[config.mk]
export PLATFORM = sky130hd
export DESIGN_NAME = tdc_timer_pair
export DESIGN_NICKNAME = d
export VERILOG_FILES = /design/src/tdc_pkg.sv /design/src/tdc_mcycle_div.sv /design/src/tdc_fall_sampler.sv /design/src/tdc_timer_pair.sv
export SDC_FILE = /design/constraint.sdc
export NUM_CORES = 1
export LEC_CHECK = 0
export ABC_AREA = 1
export BUFFER_PORTS_ARGS = -buffer_cell sky130_fd_sc_hd__buf_2
export CAP_MARGIN = 20
export CORE_UTILIZATION = 40
export CTS_CLUSTER_DIAMETER = 120
export DETAILED_ROUTE_END_ITERATION = 8
export SYNTH_ARGS = -nofsm -noshare
export SYNTH_HDL_FRONTEND = slang
export SYNTH_HIERARCHICAL = 1
export SYNTH_SLANG_ARGS = --single-unit
[constraint.sdc]
create_clock -name core_clk -period 5.65 [get_ports core_clk]
set_clock_uncertainty 0.2 [all_clocks]
set_input_delay 0.8475 -clock core_clk [delete_from_list [all_inputs] [get_ports core_clk]]
set_output_delay 0.8475 -clock core_clk [all_outputs]
set_load 0.02 [all_outputs]
[src/tdc_pkg.sv]
/*
 * Shared constants of the dual timer/counter block: special function register
 * addresses, control and mode field positions, mode codes, reset values and
 * the machine-cycle timing. Assumes an 8-bit special function register space.
 */
`default_nettype none

package tdc_pkg;

	// Special function register addresses.
	localparam logic [7:0] TIMER_RUN_AND_EXT_INT_CONTROL_ADDR = 8'h88;
	localparam logic [7:0] TIMER_MODE_SELECT_ADDR = 8'h89;
	localparam logic [7:0] TMR0_LOW_BYTE_ADDR = 8'h8A;
	localparam logic [7:0] TMR1_LOW_BYTE_ADDR = 8'h8B;
	localparam logic [7:0] TMR0_HIGH_BYTE_ADDR = 8'h8C;
	localparam logic [7:0] TMR1_HIGH_BYTE_ADDR = 8'h8D;

	// Run and external interrupt control register bit positions.
	localparam int unsigned TMR1_OVERFLOW_FLAG_BIT = 7;
	localparam int unsigned TMR1_RUN_CONTROL_BIT = 6;
	localparam int unsigned TMR0_OVERFLOW_FLAG_BIT = 5;
	localparam int unsigned TMR0_RUN_CONTROL_BIT = 4;
	localparam int unsigned EXT_IRQ1_FLAG_BIT = 3;
	localparam int unsigned EXT_IRQ1_TYPE_BIT = 2;
	localparam int unsigned EXT_IRQ0_FLAG_BIT = 1;
	localparam int unsigned EXT_IRQ0_TYPE_BIT = 0;

	// Mode select register bit positions.
	localparam int unsigned TMR1_PIN_GATING_BIT = 7;
	localparam int unsigned TMR1_SOURCE_SELECT_BIT = 6;
	localparam int unsigned TMR1_MODE_LSB = 4;
	localparam int unsigned TMR0_PIN_GATING_BIT = 3;
	localparam int unsigned TMR0_SOURCE_SELECT_BIT = 2;
	localparam int unsigned TMR0_MODE_LSB = 0;

	// Mode codes of the two-bit mode field.
	localparam logic [1:0] MODE_13BIT = 2'h0;
	localparam logic [1:0] MODE_16BIT = 2'h1;
	localparam logic [1:0] MODE_AUTO_RELOAD = 2'h2;
	localparam logic [1:0] MODE_SPLIT = 2'h3;

	// Reset values.
	localparam logic [7:0] CONTROL_RESET = 8'h00;
	localparam logic [7:0] MODE_RESET = 8'h00;
	localparam logic [7:0] COUNT_RESET = 8'h00;

	// Machine cycle timing: the core clock is the oscillator.
	localparam int unsigned OSC_PERIOD_NS = 50;
	localparam int unsigned MACHINE_CYCLE_NS = 600;
	localparam int unsigned MCYCLE_CLKS = MACHINE_CYCLE_NS / OSC_PERIOD_NS;

endpackage

`default_nettype wire

[src/tdc_mcycle_div.sv]
/*
 * Machine cycle divider: emits a one-clock tick once every DIV core clocks.
 * Assumes core_clk is the oscillator and nrst an asynchronous active-low reset.
 */
`timescale 1ns/1ps
`default_nettype none

module tdc_mcycle_div #(
	parameter int unsigned DIV = tdc_pkg::MCYCLE_CLKS,
	parameter int unsigned W = 4
) (
	// Clock and reset.
	input wire logic core_clk,
	input wire logic nrst,
	// Machine cycle tick.
	output logic mtick
);

	// Divider state: the phase counter and the registered tick.
	typedef struct packed {
		logic [W-1:0] phase;
		logic tick;
	} tdc_div_state_t;

	tdc_div_state_t st_r;
	tdc_div_state_t st_nxt;

	// The tick is registered so it is glitch free for every timer that uses it.
	always_comb begin
		st_nxt = st_r;
		st_nxt.tick = (st_r.phase == W'(DIV - 1));
		if (st_r.phase == W'(DIV - 1)) begin
			st_nxt.phase = '0;
		end else begin
			st_nxt.phase = W'(st_r.phase + W'(1));
		end
	end

	// State register.
	always_ff @(posedge core_clk or negedge nrst) begin
		if (!nrst) begin
			st_r <= '0;
		end else begin
			st_r <= st_nxt;
		end
	end

	assign mtick = st_r.tick;
endmodule // tdc_mcycle_div

`default_nettype wire

[src/tdc_fall_sampler.sv]
/*
 * Falling-event sampler: samples a pin once per machine cycle and flags a
 * high sample followed by a low one. Assumes the pin is synchronous to core_clk.
 */
`timescale 1ns/1ps
`default_nettype none

module tdc_fall_sampler (
	// Clock and reset.
	input wire logic core_clk,
	input wire logic nrst,
	// Sample strobe and pin.
	input wire logic mtick,
	input wire logic pin,
	// One-clock pulse on a detected high-to-low event.
	output logic fall
);

	// Sampler state: the previous machine-cycle sample.
	typedef struct packed {
		logic prev;
	} tdc_smp_state_t;

	tdc_smp_state_t st_r;
	tdc_smp_state_t st_nxt;

	// Take a new sample only on the tick, so a level shorter than one machine
	// cycle may be missed; the far side must hold each level long enough.
	always_comb begin
		st_nxt = st_r;
		if (mtick) begin
			st_nxt.prev = pin;
		end
	end

	// State register; reset to low so no event is seen right after reset.
	always_ff @(posedge core_clk or negedge nrst) begin
		if (!nrst) begin
			st_r <= '0;
		end else begin
			st_r <= st_nxt;
		end
	end

	// High sample then low sample gives one event, two machine cycles in all.
	assign fall = mtick & st_r.prev & ~pin;

endmodule // tdc_fall_sampler

`default_nettype wire

[src/tdc_timer_pair.sv]
/*
 * Two 16-bit timer/counters with four modes, external interrupt type and flag
 * logic, reached through the special function register port of the core.
 * Assumes all inputs are synchronous to core_clk, which is the oscillator.
 */
`timescale 1ns/1ps
`default_nettype none

module tdc_timer_pair (
	// Clock and reset.
	input wire logic core_clk,
	input wire logic nrst,
	// Special function register port.
	input wire logic [7:0] sfr_addr,
	input wire logic sfr_wr_en,
	input wire logic [7:0] sfr_wr_data,
	input wire logic sfr_rd_en,
	output logic [7:0] sfr_rd_data,
	// Pins.
	input wire logic ext_irq_pin_zero,
	input wire logic ext_irq_pin_one,
	input wire logic count_pin_zero,
	input wire logic count_pin_one,
	// Interrupt service acknowledges from the core.
	input wire logic tmr0_irq_ack,
	input wire logic tmr1_irq_ack,
	input wire logic ext_irq0_ack,
	input wire logic ext_irq1_ack,
	// Interrupt requests and serial port rate source.
	output logic tmr0_irq,
	output logic tmr1_irq,
	output logic ext_irq0_req,
	output logic ext_irq1_req,
	output logic tmr1_ovf_pulse
);

	// All state of the block: registers, counter bytes and read data.
	typedef struct packed {
		logic [7:0] control;
		logic [7:0] mode;
		logic [7:0] tmr0_low_byte;
		logic [7:0] tmr0_high_byte;
		logic [7:0] tmr1_low_byte;
		logic [7:0] tmr1_high_byte;
		logic ovf_pulse;
		logic [7:0] rd_data;
	} tdc_pair_state_t;

	tdc_pair_state_t st_r;
	tdc_pair_state_t st_nxt;

	// Machine cycle tick and pin events.
	logic mtick;
	logic fall_cnt0;
	logic fall_cnt1;
	logic fall_irq0;
	logic fall_irq1;

	// Decoded fields and counting terms.
	logic [1:0] tmr0_mode;
	logic [1:0] tmr1_mode;
	logic split0;
	logic cnt_en0;
	logic cnt_en1;
	logic hi0_en;
	logic [16:0] step0;
	logic [16:0] step1;
	logic ovf0;
	logic ovf1;
	logic hi0_ovf;
	logic wr_ctrl;
	logic wr_mode;
	logic wr_lo0;
	logic wr_hi0;
	logic wr_lo1;
	logic wr_hi1;

	// One increment of a counter pair in a given mode; returns {ovf, high, low}.
	// In split mode only the low byte moves; the high byte is handled apart.
	function automatic logic [16:0] tdc_step(input logic [1:0] mode,
		input logic [7:0] lo, input logic [7:0] hi);
		logic [12:0] v13;
		logic [15:0] v16;
		logic [16:0] res;
		v13 = 13'h0000;
		v16 = 16'h0000;
		res = {1'b0, hi, lo};
		unique case (mode)
			tdc_pkg::MODE_13BIT: begin
				v13 = {hi, lo[4:0]} + 13'h0001;
				res = {(&{hi, lo[4:0]}), v13[12:5], lo[7:5], v13[4:0]};
			end
			tdc_pkg::MODE_16BIT: begin
				v16 = {hi, lo} + 16'h0001;
				res = {(&{hi, lo}), v16};
			end
			tdc_pkg::MODE_AUTO_RELOAD: begin
				// Overflow reloads the low byte and leaves the high byte alone.
				res = {(&lo), hi, ((&lo) ? hi : 8'(lo + 8'h01))};
			end
			tdc_pkg::MODE_SPLIT: begin
				res = {(&lo), hi, 8'(lo + 8'h01)};
			end
		endcase
		return res;
	endfunction

	// Machine cycle divider shared by all counters and samplers.
	tdc_mcycle_div u_div (
		.core_clk(core_clk),
		.nrst(nrst),
		.mtick(mtick)
	);

	// Event samplers for the two count pins and the two interrupt pins.
	tdc_fall_sampler u_cnt0 (
		.core_clk(core_clk),
		.nrst(nrst),
		.mtick(mtick),
		.pin(count_pin_zero),
		.fall(fall_cnt0)
	);
	tdc_fall_sampler u_cnt1 (
		.core_clk(core_clk),
		.nrst(nrst),
		.mtick(mtick),
		.pin(count_pin_one),
		.fall(fall_cnt1)
	);
	tdc_fall_sampler u_irq0 (
		.core_clk(core_clk),
		.nrst(nrst),
		.mtick(mtick),
		.pin(ext_irq_pin_zero),
		.fall(fall_irq0)
	);
	tdc_fall_sampler u_irq1 (
		.core_clk(core_clk),
		.nrst(nrst),
		.mtick(mtick),
		.pin(ext_irq_pin_one),
		.fall(fall_irq1)
	);

	// Register write decode.
	assign wr_ctrl = sfr_wr_en & (sfr_addr == tdc_pkg::TIMER_RUN_AND_EXT_INT_CONTROL_ADDR);
	assign wr_mode = sfr_wr_en & (sfr_addr == tdc_pkg::TIMER_MODE_SELECT_ADDR);
	assign wr_lo0 = sfr_wr_en & (sfr_addr == tdc_pkg::TMR0_LOW_BYTE_ADDR);
	assign wr_hi0 = sfr_wr_en & (sfr_addr == tdc_pkg::TMR0_HIGH_BYTE_ADDR);
	assign wr_lo1 = sfr_wr_en & (sfr_addr == tdc_pkg::TMR1_LOW_BYTE_ADDR);
	assign wr_hi1 = sfr_wr_en & (sfr_addr == tdc_pkg::TMR1_HIGH_BYTE_ADDR);

	assign tmr0_mode = st_r.mode[tdc_pkg::TMR0_MODE_LSB +: 2];
	assign tmr1_mode = st_r.mode[tdc_pkg::TMR1_MODE_LSB +: 2];
	assign split0 = (tmr0_mode == tdc_pkg::MODE_SPLIT);

	// Count enables: run bit, optional pin gating, then cycle or pin event.
	assign cnt_en0 = st_r.control[tdc_pkg::TMR0_RUN_CONTROL_BIT]
		& (~st_r.mode[tdc_pkg::TMR0_PIN_GATING_BIT] | ext_irq_pin_zero)
		& (st_r.mode[tdc_pkg::TMR0_SOURCE_SELECT_BIT] ? fall_cnt0 : mtick);
	// Timer 1 in split mode behaves as if its run bit were clear.
	assign cnt_en1 = st_r.control[tdc_pkg::TMR1_RUN_CONTROL_BIT]
		& (~st_r.mode[tdc_pkg::TMR1_PIN_GATING_BIT] | ext_irq_pin_one)
		& (st_r.mode[tdc_pkg::TMR1_SOURCE_SELECT_BIT] ? fall_cnt1 : mtick)
		& (tmr1_mode != tdc_pkg::MODE_SPLIT);
	// In split mode the timer 0 high byte counts cycles under timer 1's run bit.
	assign hi0_en = split0 & st_r.control[tdc_pkg::TMR1_RUN_CONTROL_BIT] & mtick;

	assign step0 = tdc_step(tmr0_mode, st_r.tmr0_low_byte, st_r.tmr0_high_byte);
	assign step1 = tdc_step(tmr1_mode, st_r.tmr1_low_byte, st_r.tmr1_high_byte);
	assign ovf0 = cnt_en0 & step0[16];
	assign ovf1 = cnt_en1 & step1[16];
	assign hi0_ovf = hi0_en & (&st_r.tmr0_high_byte);

	// Next-state logic: counting first, then software writes, then flags.
	always_comb begin
		st_nxt = st_r;
		// Timer 0 counting.
		if (cnt_en0) begin
			st_nxt.tmr0_low_byte = step0[7:0];
			if (!split0) begin
				st_nxt.tmr0_high_byte = step0[15:8];
			end
		end
		if (hi0_en) begin
			st_nxt.tmr0_high_byte = 8'(st_r.tmr0_high_byte + 8'h01);
		end
		// Timer 1 counting.
		if (cnt_en1) begin
			st_nxt.tmr1_low_byte = step1[7:0];
			st_nxt.tmr1_high_byte = step1[15:8];
		end
		// A software write to a counter byte wins over a count in that cycle.
		if (wr_lo0) begin
			st_nxt.tmr0_low_byte = sfr_wr_data;
		end
		if (wr_hi0) begin
			st_nxt.tmr0_high_byte = sfr_wr_data;
		end
		if (wr_lo1) begin
			st_nxt.tmr1_low_byte = sfr_wr_data;
		end
		if (wr_hi1) begin
			st_nxt.tmr1_high_byte = sfr_wr_data;
		end
		if (wr_mode) begin
			st_nxt.mode = sfr_wr_data;
		end
		if (wr_ctrl) begin
			st_nxt.control = sfr_wr_data;
		end
		// Service acknowledges clear flags; level-type external flags stay.
		if (tmr0_irq_ack) begin
			st_nxt.control[tdc_pkg::TMR0_OVERFLOW_FLAG_BIT] = 1'b0;
		end
		if (tmr1_irq_ack) begin
			st_nxt.control[tdc_pkg::TMR1_OVERFLOW_FLAG_BIT] = 1'b0;
		end
		if (ext_irq0_ack && st_r.control[tdc_pkg::EXT_IRQ0_TYPE_BIT]) begin
			st_nxt.control[tdc_pkg::EXT_IRQ0_FLAG_BIT] = 1'b0;
		end
		if (ext_irq1_ack && st_r.control[tdc_pkg::EXT_IRQ1_TYPE_BIT]) begin
			st_nxt.control[tdc_pkg::EXT_IRQ1_FLAG_BIT] = 1'b0;
		end
		// Hardware sets come last so an event is never lost to a clear.
		if (ovf0) begin
			st_nxt.control[tdc_pkg::TMR0_OVERFLOW_FLAG_BIT] = 1'b1;
		end
		if (split0 ? hi0_ovf : ovf1) begin
			st_nxt.control[tdc_pkg::TMR1_OVERFLOW_FLAG_BIT] = 1'b1;
		end
		if (st_r.control[tdc_pkg::EXT_IRQ0_TYPE_BIT] ? fall_irq0 : ~ext_irq_pin_zero) begin
			st_nxt.control[tdc_pkg::EXT_IRQ0_FLAG_BIT] = 1'b1;
		end
		if (st_r.control[tdc_pkg::EXT_IRQ1_TYPE_BIT] ? fall_irq1 : ~ext_irq_pin_one) begin
			st_nxt.control[tdc_pkg::EXT_IRQ1_FLAG_BIT] = 1'b1;
		end
		// Serial port rate source sees every real timer 1 overflow.
		st_nxt.ovf_pulse = ovf1;
		// Registered read port; unmapped addresses read as zero.
		if (sfr_rd_en) begin
			unique case (sfr_addr)
				tdc_pkg::TIMER_RUN_AND_EXT_INT_CONTROL_ADDR: st_nxt.rd_data = st_r.control;
				tdc_pkg::TIMER_MODE_SELECT_ADDR: st_nxt.rd_data = st_r.mode;
				tdc_pkg::TMR0_LOW_BYTE_ADDR: st_nxt.rd_data = st_r.tmr0_low_byte;
				tdc_pkg::TMR0_HIGH_BYTE_ADDR: st_nxt.rd_data = st_r.tmr0_high_byte;
				tdc_pkg::TMR1_LOW_BYTE_ADDR: st_nxt.rd_data = st_r.tmr1_low_byte;
				tdc_pkg::TMR1_HIGH_BYTE_ADDR: st_nxt.rd_data = st_r.tmr1_high_byte;
				default: st_nxt.rd_data = 8'h00;
			endcase
		end
	end

	// State register; reset leaves both timers stopped in 13-bit timer mode.
	always_ff @(posedge core_clk or negedge nrst) begin
		if (!nrst) begin
			st_r.control <= tdc_pkg::CONTROL_RESET;
			st_r.mode <= tdc_pkg::MODE_RESET;
			st_r.tmr0_low_byte <= tdc_pkg::COUNT_RESET;
			st_r.tmr0_high_byte <= tdc_pkg::COUNT_RESET;
			st_r.tmr1_low_byte <= tdc_pkg::COUNT_RESET;
			st_r.tmr1_high_byte <= tdc_pkg::COUNT_RESET;
			st_r.ovf_pulse <= 1'b0;
			st_r.rd_data <= 8'h00;
		end else begin
			st_r <= st_nxt;
		end
	end

	// Outputs straight from the register state.
	assign sfr_rd_data = st_r.rd_data;
	assign tmr0_irq = st_r.control[tdc_pkg::TMR0_OVERFLOW_FLAG_BIT];
	assign tmr1_irq = st_r.control[tdc_pkg::TMR1_OVERFLOW_FLAG_BIT];
	assign ext_irq0_req = st_r.control[tdc_pkg::EXT_IRQ0_FLAG_BIT];
	assign ext_irq1_req = st_r.control[tdc_pkg::EXT_IRQ1_FLAG_BIT];
	assign tmr1_ovf_pulse = st_r.ovf_pulse;
endmodule // tdc_timer_pair

`default_nettype wire

==> impl_metrics.tcl <==
set metrics [dict create \
    routed_wl_microns 16000 \
    antennaDiodeCount 0 \
    vdd_drop_max_v 0.000197 \
    cp-startpoint "sfr_addr[6]" \
    syn_to_final_growth_pct 11.8 \
    ys_types 35 \
    min_period_over_period_pct 45.1 \
    holdBufCountCts 0 \
    top_register "st_r" \
    multiInputGateArea_sq_um 2940 \
    reg2reg_depth 8 \
    dieArea_sq_um 13500 \
    syn_inst 843 \
    synth-edff-count 0 \
    vias_per_cell 5.12 \
    powerDensity_nw_per_um2 228 \
    syn_area_sq_um 5200 \
    grt_use_total_pct 26.0 \
    rows 41 \
    layout-drive-gt1-share_pct 9.22 \
    cap_violations 0 \
    post-route-util_pct 46.0 \
    final_max_slew_viol_count 0 \
    ys.warnings.count 6 \
    dpl-instance-area_sq_um 5490 \
    reg2reg_from "u_div/mtick$_DFF_PN0_" \
    worst-endpoint-arrival_ns 2.57 \
    relSlewSlack_pct 42.1 \
    r2r_setup_slack_ns 3.32 \
    yosysTopAreaCell "dfrtp_1" \
    synth_top_flop_cell "dfrtp_1" \
    synthArstFlopShare_pct 100 \
    drc 0 \
    dr_total_vias 5382 \
    die_w_microns 116 \
    ys_ff_latch 66 \
    nets 908 \
    cp-start-kind "input port" \
    met1_length_microns 8010 \
    status "finished, final reports clean" \
    tightestPinTransition_ns 0.869 \
    design_area_sq_um 5810 \
    final-hold-violation-count 0 \
    synth_area_leaders "dfrtp_1 32%, nand2_1 23%, nand3_1 10%" \
    fillers 1392 \
    routed.top_layer "met4" \
    cts_tree "built" \
    timing.final.crit_period_ns 2.55 \
    dr.pass1.iters 5 \
    post_cts_buffers 0 \
    largest_reg_flops 44 \
    grt_pass1_wl_microns 26100 \
    ctsRootBufferMaster "clkbuf_16" \
    grt_pass1_vias 4909 \
    cts.clk_slew.worst_paths_ns 0.05 \
    ios 41 \
    clock-sinks 66 \
    rsz0062_at_grt "false" \
    cts_made_buffers 9 \
    ctsResizeCount 0 \
    tns_ns 0 \
    synth_nets 877 \
    p_leak_nw 3.10 \
    clockBufferDepth 2 \
    place_hpwl_microns 12100 \
    hp-start "u_cnt1/st_r$_DFFE_PN0P_" \
    core_sq_um 12600 \
    seqCellArea_sq_um 1650 \
    ctsHtreeMaxLevel 3 \
    antenna_found_initial 0 \
    gp_congestion 0.873 \
    synth_top_area_share_pct 31.8 \
    finalSetupViolCount 0 \
    met2WireLength_microns 6620 \
    hold_end "u_cnt1/st_r$_DFFE_PN0P_" \
    port_buffers 40 \
    drt-wirelength-per-cell_microns 15.2 \
    met3_length_microns 1040 \
    clk-insertion-delay-late_ns 0.35 \
    drtIter0Drc 561 \
    hold_class "flip-flop to flip-flop" \
    min_path_cells 2 \
    final_antenna_net_count 0 \
    path_class "input port to flip-flop" \
    grt_max_degree 67 \
    cp_data_required_time_ns 5.67 \
    grt-ovfl-total 0 \
    avgSynthCellArea_sq_um 6.17 \
    initial_core_util_pct 41.2 \
    seq_area_frac_synth_pct 31.8 \
    cp-end-kind "flip-flop" \
    die_h_microns 116 \
    path_max_fanout 37 \
    max_freq_mhz 392 \
    timing.rr.end "st_r[31]$_DFFE_PN0P_" \
]
-- critical path, cell delays in order --
cell     delay [ns]
buf_2          0.09
inv_1          0.04
nand2_1        0.11
nor2_8         0.42
nand4_1        0.54
inv_1          0.25
a21oi_1        0.09
nand2_1        0.08
nand3_1        0.08
-- how the worst max path moves through the flow --
stage          slack, ns                    to
6_report            3.10  tmr1_irq$_DFFE_PN0P_
2_1_floorplan       3.50  st_r[30]$_DFFE_PN0P_
3_3_place_gp        2.83  tmr1_irq$_DFFE_PN0P_
3_5_place_dp        2.76  tmr1_irq$_DFFE_PN0P_
4_1_cts             3.11  tmr1_irq$_DFFE_PN0P_
5_1_grt             2.82  tmr1_irq$_DFFE_PN0P_
-- routing by layer --
| metal | track usage, % | up-vias |
|---|---|---|
| li1 | - | 2739 |
| met1 | 38.8 | 2440 |
| met2 | 37.2 | 178 |
| met3 | 4.76 | 25 |
| met4 | 8.97 | 0 |
| met5 | 0 | - |
-- final cells by class --
cell class              instances  area share (%)
repair buffers                 41            3.57
multi-input cells             629            50.6
clock buffers                  13            4.65
well taps                     172            3.70
clock inverters                 3           0.797
flip-flops and latches         66            28.4
inverters                     127            8.23
-- cells by family after synthesis --
group | after synthesis | synth area share (%)
XOR/XNOR | 9 | 1.52
AO/OA/AOI/OAI | 89 | 9.56
flip-flops | 66 | 31.8
adder cells (fa/ha/maj) | 6 | 1.44
AND/OR/NAND/NOR | 525 | 44.1
buffers and inverters | 148 | 11.6
-- where the power goes --
| part | switching (mW) | total, mW | internal [mW] |
|---|---|---|---|
| Combinational | 0.121 | 0.177 | 0.0555 |
| Sequential | 0.0488 | 0.547 | 0.498 |
| Clock | 0.220 | 0.599 | 0.379 |
| Total | 0.390 | 1.32 | 0.932 |
-- placed cells by master, fill, tap and decap left out, drive strengths merged --
cell type / instances
xnor2: 2
bufinv: 1
and3: 1
nand3: 108
a21oi: 10
clkinv: 2
o21ai: 55
or2: 1
o21bai: 1
clkinvlp: 1
a21o: 1
nor2: 71
dfrtp: 66
o31ai: 1
xor2: 7
nand2: 320
buf: 41
o22ai: 10
nand4: 18
nand3b: 1
clkbuf: 13
nor3: 5
ha: 6
o211ai: 11
inv: 126
-- cell usage after synthesis, drive strengths merged, types with 6 or more instances --
| cell | instances |
|---|---|
| nand2 | 320 |
| inv | 126 |
| nand3 | 108 |
| nor2 | 71 |
| dfrtp | 66 |
| o21ai | 55 |
| nand4 | 18 |
| buf | 17 |
| o211ai | 11 |
| a21oi | 10 |
| o22ai | 10 |
| xor2 | 7 |
| ha | 6 |
-- metrics by stage --
stage / power (mW) / hold slack [ns] / cells / worst slack [ns]
3_5_place_dp: 0.726 / 0.259 / 1035 / 2.76
5_1_grt: 1.38 / 0.303 / 1051 / 2.82
4_1_cts: 1.33 / 0.272 / 1051 / 3.11
3_3_place_gp: 0.727 / 0.254 / 1035 / 2.83
2_1_floorplan: 0.652 / 0.242 / 843 / 3.50
6_report: 1.32 / 0.272 / 1051 / 3.10
Power figures use the tool's default switching activity.
